### src/shared/reset_init_pkg.sv
// Shared constants, carriers and initial-value tables of the reset block.
package reset_init_pkg;

   // Bus geometry.
   localparam int ADR_W = 8;
   localparam int DAT_W = 32;
   localparam int SEL_W = 4;

   // Register offsets, byte addresses.
   localparam logic [ADR_W-1:0] OFS_FLAGS     = 8'h00;
   localparam logic [ADR_W-1:0] OFS_RSTFLAG   = 8'h04;
   localparam logic [ADR_W-1:0] OFS_IRQ_STAT  = 8'h08;
   localparam logic [ADR_W-1:0] OFS_IRQ_MASK  = 8'h0C;
   localparam logic [ADR_W-1:0] OFS_CTRL      = 8'h10;
   localparam logic [ADR_W-1:0] OFS_CORE_BASE = 8'h40;

   // Field positions.
   localparam int FLAG_TO_BIT  = 0;
   localparam int FLAG_PD_BIT  = 1;
   localparam int LOW_VOLTAGE_RESET_FLAG_BIT     = 2;
   localparam int WDT_CLR_BIT  = 0;
   localparam int DATA_LANE    = 0;

   // Managed core registers, one byte each.
   localparam int NREG        = 10;
   localparam int IDX_PC_LOW  = 0;
   localparam int IDX_SP      = 1;
   localparam int IDX_INT     = 2;
   localparam int IDX_TIMER   = 3;
   localparam int IDX_PA      = 4;
   localparam int IDX_PA_DIR  = 5;
   localparam int IDX_PB      = 6;
   localparam int IDX_PB_DIR  = 7;
   localparam int IDX_PC      = 8;
   localparam int IDX_PC_DIR  = 9;

   // Default counter widths.
   localparam int WDT_W_DEF = 18;
   localparam int TB_W_DEF  = 16;

   // Reset requests as they arrive from the reset sources.
   typedef struct packed {
      logic idle;   // Core is in idle or sleep mode.
      logic wdt;    // Watchdog time-out.
      logic low_voltage_reset;    // Low-voltage reset.
      logic por;    // Power-on reset.
   } reset_req_t;

   // One-hot chosen cause; the interrupt status and mask share it.
   typedef struct packed {
      logic wdt_idle;
      logic wdt_run;
      logic low_voltage_reset;
      logic por;
   } cause_t;

   // Flags of the core status register.
   typedef struct packed {
      logic powerdown_flag;
      logic timeout_flag;
   } core_flags_t;

   typedef logic [NREG-1:0][7:0] reg_image_t;

   localparam logic [7:0] SP_TOP    = 8'h00;
   localparam logic [7:0] BYTE_ZERO = 8'h00;

   // Forced values, listed from index 9 down to index 0.
   localparam reg_image_t INIT_VAL = {8'h7F, 8'h7F, 8'hFF, 8'hFF, 8'hFF,
                                      8'hFF, 8'h00, 8'h00, SP_TOP, 8'h00};
   // Bits kept by an idle or sleep watchdog time-out.
   localparam reg_image_t KEEP_IDLE = {8'hFF, 8'hFF, 8'hFF, 8'hFF, 8'hFF,
                                       8'hFF, 8'hFF, 8'hFF, 8'h00, 8'h00};
   // Implemented bits; port C has no bit 7.
   localparam reg_image_t IMPL_MASK = {8'h7F, 8'h7F, 8'hFF, 8'hFF, 8'hFF,
                                       8'hFF, 8'hFF, 8'hFF, 8'hFF, 8'hFF};

endpackage

### src/hdl/reset_cause_pick.sv
// Priority choice of the reset cause that selects the initial values.
`timescale 1ns/1ns
module reset_cause_pick (
   input  reset_init_pkg::reset_req_t req,    // Raw reset requests.
   output reset_init_pkg::cause_t     cause   // One-hot chosen cause.
);
   import reset_init_pkg::*;

   // Power-on beats low-voltage, which beats the watchdog.
   // The low-voltage detector is off in idle or sleep mode.
   always_comb begin
      cause = '0;
      if (req.por) begin
         cause.por = 1'b1;
      end else if (req.low_voltage_reset && !req.idle) begin
         cause.low_voltage_reset = 1'b1;
      end else if (req.wdt) begin
         cause.wdt_idle = req.idle;
         cause.wdt_run  = !req.idle;
      end
   end
endmodule

### src/hdl/init_value_apply.sv
// Per-register initial values for the chosen reset cause.
`timescale 1ns/1ns
module init_value_apply (
   input  reset_init_pkg::cause_t     cause,    // One-hot chosen cause.
   input  reset_init_pkg::reg_image_t cur,      // Present contents.
   output reset_init_pkg::reg_image_t next_img  // Contents after reset.
);
   import reset_init_pkg::*;

   // Bits that keep their contents for this cause.
   function automatic logic [7:0] keep_mask(cause_t c, int i);
      keep_mask = c.wdt_idle ? KEEP_IDLE[i] : BYTE_ZERO;
   endfunction

   // Each register takes forced bits from the table, kept bits from itself.
   genvar g;
   generate
      for (g = 0; g < NREG; g++) begin : g_reg
         assign next_img[g] = (|cause) ?
            ((cur[g] & keep_mask(cause, g)) |
             (INIT_VAL[g] & ~keep_mask(cause, g))) : cur[g];
      end
   endgenerate
endmodule

### src/hdl/reset_init_ctrl.sv
// Reset initial-state controller with a classic Wishbone register slave.
//
// Decided for this implementation: the Wishbone interface to the registers and the placing of the registers.
`timescale 1ns/1ns
module reset_init_ctrl #(
   parameter int WDT_W = reset_init_pkg::WDT_W_DEF,  // Watchdog width.
   parameter int TB_W  = reset_init_pkg::TB_W_DEF    // Time-base width.
) (
   input  wire logic                        ref_clk,   // System clock.
   input  wire logic                        sys_rst,   // Async reset.
   input  wire logic                        clk_en,    // Freezes when low.
   input  wire reset_init_pkg::reset_req_t  reset_req, // Reset causes.
   input  wire logic [reset_init_pkg::ADR_W-1:0] wb_adr_i, // Address.
   input  wire logic [reset_init_pkg::DAT_W-1:0] wb_dat_i, // Write data.
   input  wire logic [reset_init_pkg::SEL_W-1:0] wb_sel_i, // Lanes.
   input  wire logic                        wb_we_i,   // Write.
   input  wire logic                        wb_cyc_i,  // Cycle.
   input  wire logic                        wb_stb_i,  // Strobe.
   output logic                             wb_ack_o,  // Acknowledge.
   output logic [reset_init_pkg::DAT_W-1:0] wb_dat_o,  // Read data.
   output reset_init_pkg::core_flags_t      core_flags, // Status flags.
   output logic                             lvr_flag,  // Low-voltage flag.
   output reset_init_pkg::reg_image_t       core_regs, // Core registers.
   output logic [WDT_W-1:0]                 wdt_count, // Watchdog count.
   output logic [TB_W-1:0]                  tb_count,  // Time-base count.
   output logic                             irq,       // Interrupt level.
   output logic                             init_done  // Reset applied.
);
   import reset_init_pkg::*;

   localparam logic [WDT_W-1:0] WDT_ZERO = '0;
   localparam logic [WDT_W-1:0] WDT_ONE  = WDT_W'(1);
   localparam logic [TB_W-1:0]  TB_ONE   = TB_W'(1);
   localparam int               WA       = ADR_W - 2;

   // Refuse counter widths that cannot count.
   generate
      if (WDT_W < 2 || TB_W < 2) begin : g_bad_width
         $error("Counter widths must be at least 2");
      end
   endgenerate

   cause_t      cause;
   cause_t      irq_stat;
   cause_t      irq_mask;
   cause_t      next_irq_stat;
   reg_image_t  next_regs;
   logic        bus_req;
   logic        bus_wr;
   logic        core_hit;
   logic [WA-1:0] core_idx;
   logic        wdt_clr_wr;
   logic [DAT_W-1:0] rd_data;

   // Word match of an address against a register offset.
   function automatic logic hit(logic [ADR_W-1:0] a, logic [ADR_W-1:0] o);
      hit = (a[ADR_W-1:2] == o[ADR_W-1:2]);
   endfunction

   reset_cause_pick u_pick (
      .req   (reset_req),
      .cause (cause)
   );

   init_value_apply u_apply (
      .cause    (cause),
      .cur      (core_regs),
      .next_img (next_regs)
   );

   // Bus decode; only the low byte lane carries data.
   assign bus_req  = wb_cyc_i & wb_stb_i & ~wb_ack_o;
   assign bus_wr   = bus_req & wb_we_i & wb_sel_i[DATA_LANE];
   assign core_idx = wb_adr_i[ADR_W-1:2] - OFS_CORE_BASE[ADR_W-1:2];
   assign core_hit = (wb_adr_i[ADR_W-1:2] >= OFS_CORE_BASE[ADR_W-1:2]) &&
                     (core_idx < WA'(NREG));
   assign wdt_clr_wr = bus_wr & hit(wb_adr_i, OFS_CTRL) &
                       wb_dat_i[WDT_CLR_BIT];
   assign next_irq_stat = (irq_stat & ~((bus_wr &
                           hit(wb_adr_i, OFS_IRQ_STAT)) ?
                           cause_t'(wb_dat_i[$bits(cause_t)-1:0]) :
                           cause_t'('0))) | cause;

   // Read multiplexer; unmapped words read as zero.
   always_comb begin
      rd_data = '0;
      if (hit(wb_adr_i, OFS_FLAGS)) begin
         rd_data[FLAG_TO_BIT] = core_flags.timeout_flag;
         rd_data[FLAG_PD_BIT] = core_flags.powerdown_flag;
      end else if (hit(wb_adr_i, OFS_RSTFLAG)) begin
         rd_data[LOW_VOLTAGE_RESET_FLAG_BIT] = lvr_flag;
      end else if (hit(wb_adr_i, OFS_IRQ_STAT)) begin
         rd_data[$bits(cause_t)-1:0] = irq_stat;
      end else if (hit(wb_adr_i, OFS_IRQ_MASK)) begin
         rd_data[$bits(cause_t)-1:0] = irq_mask;
      end else if (core_hit) begin
         rd_data[7:0] = core_regs[core_idx];
      end
   end

   // Single-wait-state acknowledge with registered read data.
   always_ff @(posedge ref_clk or posedge sys_rst) begin
      if (sys_rst) begin
         wb_ack_o <= 1'b0;
         wb_dat_o <= '0;
      end else if (clk_en) begin
         wb_ack_o <= bus_req;
         wb_dat_o <= bus_req ? rd_data : '0;
      end
   end

   // Time-out and power-down flags follow the chosen cause.
   always_ff @(posedge ref_clk or posedge sys_rst) begin
      if (sys_rst) begin
         core_flags <= '0;
      end else if (clk_en) begin
         if (cause.por) begin
            core_flags <= '0;
         end else if (cause.wdt_run) begin
            core_flags.timeout_flag <= 1'b1;
         end else if (cause.wdt_idle) begin
            core_flags.timeout_flag   <= 1'b1;
            core_flags.powerdown_flag <= 1'b1;
         end
         // A low-voltage cause leaves both flags as they are.
      end
   end

   // Low-voltage flag: hardware set wins over a software clear.
   always_ff @(posedge ref_clk or posedge sys_rst) begin
      if (sys_rst) begin
         lvr_flag <= 1'b0;
      end else if (clk_en) begin
         if (cause.low_voltage_reset) begin
            lvr_flag <= 1'b1;
         end else if (bus_wr && hit(wb_adr_i, OFS_RSTFLAG)) begin
            lvr_flag <= lvr_flag & wb_dat_i[LOW_VOLTAGE_RESET_FLAG_BIT];
         end
      end
   end

   // Core registers take table values on a reset, else bus writes.
   always_ff @(posedge ref_clk or posedge sys_rst) begin
      if (sys_rst) begin
         core_regs <= INIT_VAL;
      end else if (clk_en) begin
         if (|cause) begin
            core_regs <= next_regs;
         end else if (bus_wr && core_hit) begin
            core_regs[core_idx] <= wb_dat_i[7:0] & IMPL_MASK[core_idx];
         end
      end
   end

   // Watchdog clears on every cause and on software clear, then counts.
   always_ff @(posedge ref_clk or posedge sys_rst) begin
      if (sys_rst) begin
         wdt_count <= WDT_ZERO;
      end else if (clk_en) begin
         if ((|cause) || wdt_clr_wr) begin
            wdt_count <= WDT_ZERO;
         end else begin
            wdt_count <= wdt_count + WDT_ONE;
         end
      end
   end

   // Time bases clear on full resets; an idle time-out keeps them.
   always_ff @(posedge ref_clk or posedge sys_rst) begin
      if (sys_rst) begin
         tb_count <= '0;
      end else if (clk_en) begin
         if (cause.por || cause.low_voltage_reset || cause.wdt_run) begin
            tb_count <= '0;
         end else begin
            tb_count <= tb_count + TB_ONE;
         end
      end
   end

   // Sticky cause events, write-one-to-clear, gated by the mask.
   always_ff @(posedge ref_clk or posedge sys_rst) begin
      if (sys_rst) begin
         irq_stat  <= '0;
         irq_mask  <= '0;
         irq       <= 1'b0;
         init_done <= 1'b0;
      end else if (clk_en) begin
         irq_stat  <= next_irq_stat;
         if (bus_wr && hit(wb_adr_i, OFS_IRQ_MASK)) begin
            irq_mask <= cause_t'(wb_dat_i[$bits(cause_t)-1:0]);
         end
         irq       <= |(next_irq_stat & irq_mask);
         init_done <= |cause;
      end
   end
endmodule

### config.mk
export PLATFORM = sky130hd
export DESIGN_NAME = reset_init_ctrl
export DESIGN_NICKNAME = d
export VERILOG_FILES = /design/src/shared/reset_init_pkg.sv /design/src/hdl/reset_cause_pick.sv /design/src/hdl/init_value_apply.sv /design/src/hdl/reset_init_ctrl.sv
export SDC_FILE = /design/constraint.sdc
export NUM_CORES = 1
export LEC_CHECK = 0
export ABC_AREA = 1
export BUFFER_PORTS_ARGS = -buffer_cell sky130_fd_sc_hd__buf_2
export CAP_MARGIN = 20
export CORE_UTILIZATION = 40
export DETAILED_ROUTE_END_ITERATION = 8
export GPL_TIMING_DRIVEN = 0
export PLACE_DENSITY = 0.67
export SLEW_MARGIN = 15
export SYNTH_ARGS = -nofsm -noshare
export SYNTH_HDL_FRONTEND = slang
export SYNTH_SLANG_ARGS = --single-unit
### constraint.sdc
create_clock -name ref_clk -period 4 [get_ports ref_clk]
set_input_delay 0.4 -clock ref_clk [delete_from_list [all_inputs] [get_ports ref_clk]]
set_output_delay 0.4 -clock ref_clk [all_outputs]
set_load 0.03 [all_outputs]
==> impl_metrics.csv <==
group,metric,value,unit
die,io_pins,206,
synth,netlist.area_leader.share,0.321,
drt,drtAntennaViolNets,0,
drt,vias,6696,
synth,synth_seq_cells,136,
sta,fin_worst_skew,0.00762,ns
synth,synth_top_area_cell,"dfrtp_1",
die,die_x,134,um
setup_path,cp_data_required_time,4.35,ns
global_routing,antenna_found_initial,0,
synth,syn_avg_cell_area,7.84,um2
drt,drc,0,
cells_and_area,syn2layout_area_growth,25.4,%
sta,maxSlewHeadroom,0.378,
power_and_ir_drop,p_comb_frac,0.096,
die,rows,48,
sta,layout_worst_path_cycle_share,0.603,
cts,cts_setup_buffers,0,
sta,fin_ws,1.59,ns
power_and_ir_drop,clockPowerShare,0.491,
placed_design,detailed_place_hpwl,15400,um
sta,setup_viol,0,
power_and_ir_drop,power_switching_share,0.253,
sta,fmax,415,MHz
power_and_ir_drop,power.switching,867,uW
setup_path,crit_arrival,2.76,ns
global_routing,grt_max_degree,78,
synth,ys.warnings.count,0,
cts,clock_latency,0.42,ns
setup_path,cp_cell_sequence,"inv_1 > nand3_2 > nor2_1 > nand2_1 > o21ai_4 > o211ai_1 > a21oi_1",
power_and_ir_drop,p_int,2.56,mW
cts,numCtsBuffers,17,
sta,hold_ws,0.00132,ns
drt,post_drt_via_cell_ratio,5.07,
min_path,hp-class,"in2async",
power_and_ir_drop,ir_worst_vdd,0.000272,V
cts,htree_levels,4,
cts,tritoncts,"built",
drt,drt_iter0_drc,551,
cts,clock_path_buffers,2,
drt,avgRoutedWirePerCell,16.2,um
setup_path,start_kind,"flop",
die,fp.dieH,134,um
cells_and_area,utilization,0.510,
drt,wirelength,21300,um
die,core-area,0.0172,mm2
placed_design,dpl_worst_slack,1.65,ns
sta,finalCriticalPeriod,2.41,ns
setup_path,max_stage_delay,0.46,ns
cts,clkTransAtPathRegs,0.06,ns
power_and_ir_drop,pwr-share-seq,0.413,
cts,cts.repair.resized,0,
power_and_ir_drop,p_leak,4.70,nW
setup_path,crit_path_end_kind,"flop",
sta,fin_tns_setup,0,ns
cts,numClockSinks,136,
cells_and_area,diodes,0,
power_and_ir_drop,powerDensity,389,mW/mm2
setup_path,worst-setup-path-type,"reg2reg",
sta,slew_viol_final,0,
synth,synth_cell_types,40,
placed_design,port_buffers,145,
global_routing,grt_pass1_wl,33500,um
cts,hold_buffers,0,
placed_design,gp_congestion,0.914,
synth,yosysSeqAreaShare,0.493,
die,die-area,0.0181,mm2
die,start_util,0.407,
synth,syn_area,0.00701,mm2
setup_path,slowest_stage,"o211ai_1",
synth,synth_area_leaders,"dfrtp_1, dfstp_2, nand2_1",
cells_and_area,nets,1138,
global_routing,grt_use_total,0.242,
synth,synth_cells,894,
global_routing,grt.overflow.total,0,
run,maxCapViolCount,0,
cells_and_area,drive_above_1_share,0.257,
drt,drt_first_pass_iters,5,
cts,ctsRootBufferMaster,"clkbuf_16",
sta,hold_violations,0,
global_routing,grt_pass1_vias,6160,
sta,tightestPinTransition,0.929,ns
sta,rsz0062_at_grt,"no",
setup_path,crit_fanout,9,
outcome,status,"completed",
flip-flops by register name (all words and copies together) (netlist names):
name and flops:
irq_mask 4, core_regs 80, tb_count 16, lvr_flag 1, irq 1, irq_stat 4, wb_dat_o 8, init_done 1
wdt_count 18, wb_ack_o 1, core_flags 2
worst max-delay path, delay by kind of cell, from the launching register on:
family | cells | cell delay, ns
and+or+nand+nor | 3 | 0.77
buffers and inverters | 1 | 0.09
AOI/OAI and AO/OA | 3 | 1.11
DFF | 1 | 0.37
worst paths after layout:
path                          startpoint  slack (ns)  cells after the start             to
max in group asynchronous        sys_rst        3.24                      3  core_regs[53]
setup reg to reg                wb_ack_o        1.59                      7  core_regs[43]
hold / removal                   sys_rst       0.001                      2    tb_count[4]
hold reg to reg            core_regs[45]        0.47                      2  core_regs[45]
setup / recovery                wb_ack_o        1.59                      7  core_regs[43]
min in group ref_clk         wb_dat_i[7]        0.25                      3  core_regs[47]
kinds of logic after synthesis:
| group | Yosys count | share of synthesized area |
|---|---|---|
| DFF | 136 | 0.493 |
| and+or+nand+nor | 416 | 0.252 |
| muxes | 1 | 0.00143 |
| AOI/OAI and AO/OA | 160 | 0.133 |
| buffers and inverters | 170 | 0.106 |
| other | 1 | 0.000535 |
| xor gates and xnor gates | 8 | 0.00999 |
| adders and majority gates | 2 | 0.00357 |
stage by stage:
stage | power, mW | instance area (um2) | cells
after global placement | 1.75 | 8110 | 1287
final | 3.43 | 8790 | 1320
after floorplan | 1.66 | 7100 | 917
after global routing | 3.54 | 8790 | 1320
after detailed placement | 1.76 | 8140 | 1288
after CTS | 3.45 | 8790 | 1320
final cells by class:
cell class              count  area, um2
plain buffers              43        267
clock buffers              25        583
clock inverters             7       70.1
fillers                  1687       8440
inverters                 127        484
multi-input cells         611       2900
flip-flops and latches    136       3460
well taps                 225        282
repair buffers            146        753
synthesized netlist by cell type:
| library cell | n |
|---|---|
| a211oi_1 | 1 |
| a21oi_1 | 73 |
| a21oi_4 | 2 |
| a22oi_1 | 2 |
| a31oi_1 | 4 |
| and2_1 | 2 |
| and3_1 | 2 |
| buf_1 | 4 |
| buf_2 | 6 |
| buf_4 | 26 |
| clkbuf_1 | 7 |
| clkinv_1 | 4 |
| conb_1 | 1 |
| dfrtp_1 | 90 |
| dfstp_2 | 46 |
| ha_1 | 2 |
| inv_1 | 121 |
| inv_2 | 2 |
| mux2i_1 | 1 |
| nand2_1 | 196 |
| nand2_2 | 1 |
| nand3_1 | 39 |
| nand3_2 | 10 |
| nand4_1 | 10 |
| nor2_1 | 126 |
| nor2_2 | 8 |
| nor3_1 | 18 |
| nor3_2 | 1 |
| nor3b_1 | 2 |
| nor4_1 | 1 |
| o211ai_1 | 9 |
| o211ai_2 | 1 |
| o21ai_0 | 30 |
| o21ai_4 | 1 |
| o21bai_1 | 2 |
| o221ai_1 | 1 |
| o22ai_1 | 33 |
| o41ai_1 | 1 |
| xnor2_1 | 2 |
| xor2_1 | 6 |
cells in the final DEF (no fill, tap or decap), drive strengths merged, types with 24 or more instances in the layout:
| cell | Yosys | layout |
|---|---|---|
| dfstp | 46 | 46 |
| buf | 36 | 182 |
| nand2 | 197 | 197 |
| inv | 123 | 123 |
| o21ai | 31 | 31 |
| clkbuf | 7 | 32 |
| dfrtp | 90 | 90 |
| a21oi | 75 | 75 |
| nor2 | 134 | 134 |
| o22ai | 33 | 33 |
| nand3 | 49 | 49 |
| conb | 1 | 24 |
power groups by stage:
| stage | sequential [mW] | clock [mW] | combinational (mW) |
|---|---|---|---|
| floorplan | 1.46 | 0 | 0.199 |
| global placement | 1.44 | 0 | 0.319 |
| detailed placement | 1.44 | 0 | 0.326 |
| CTS | 1.41 | 1.71 | 0.327 |
| global route | 1.41 | 1.77 | 0.359 |
| finish | 1.41 | 1.68 | 0.330 |
layer usage:
metal / vias up / GRT usage / share of wire
met5: - / 0 / 0
met3: 39 / 0.0639 / 0.084
met1: 3131 / 0.339 / 0.45
met2: 308 / 0.361 / 0.44
met4: 0 / 0.0818 / 0.021
li1: 3218 / - / -
(Power assumes the default switching activity.)
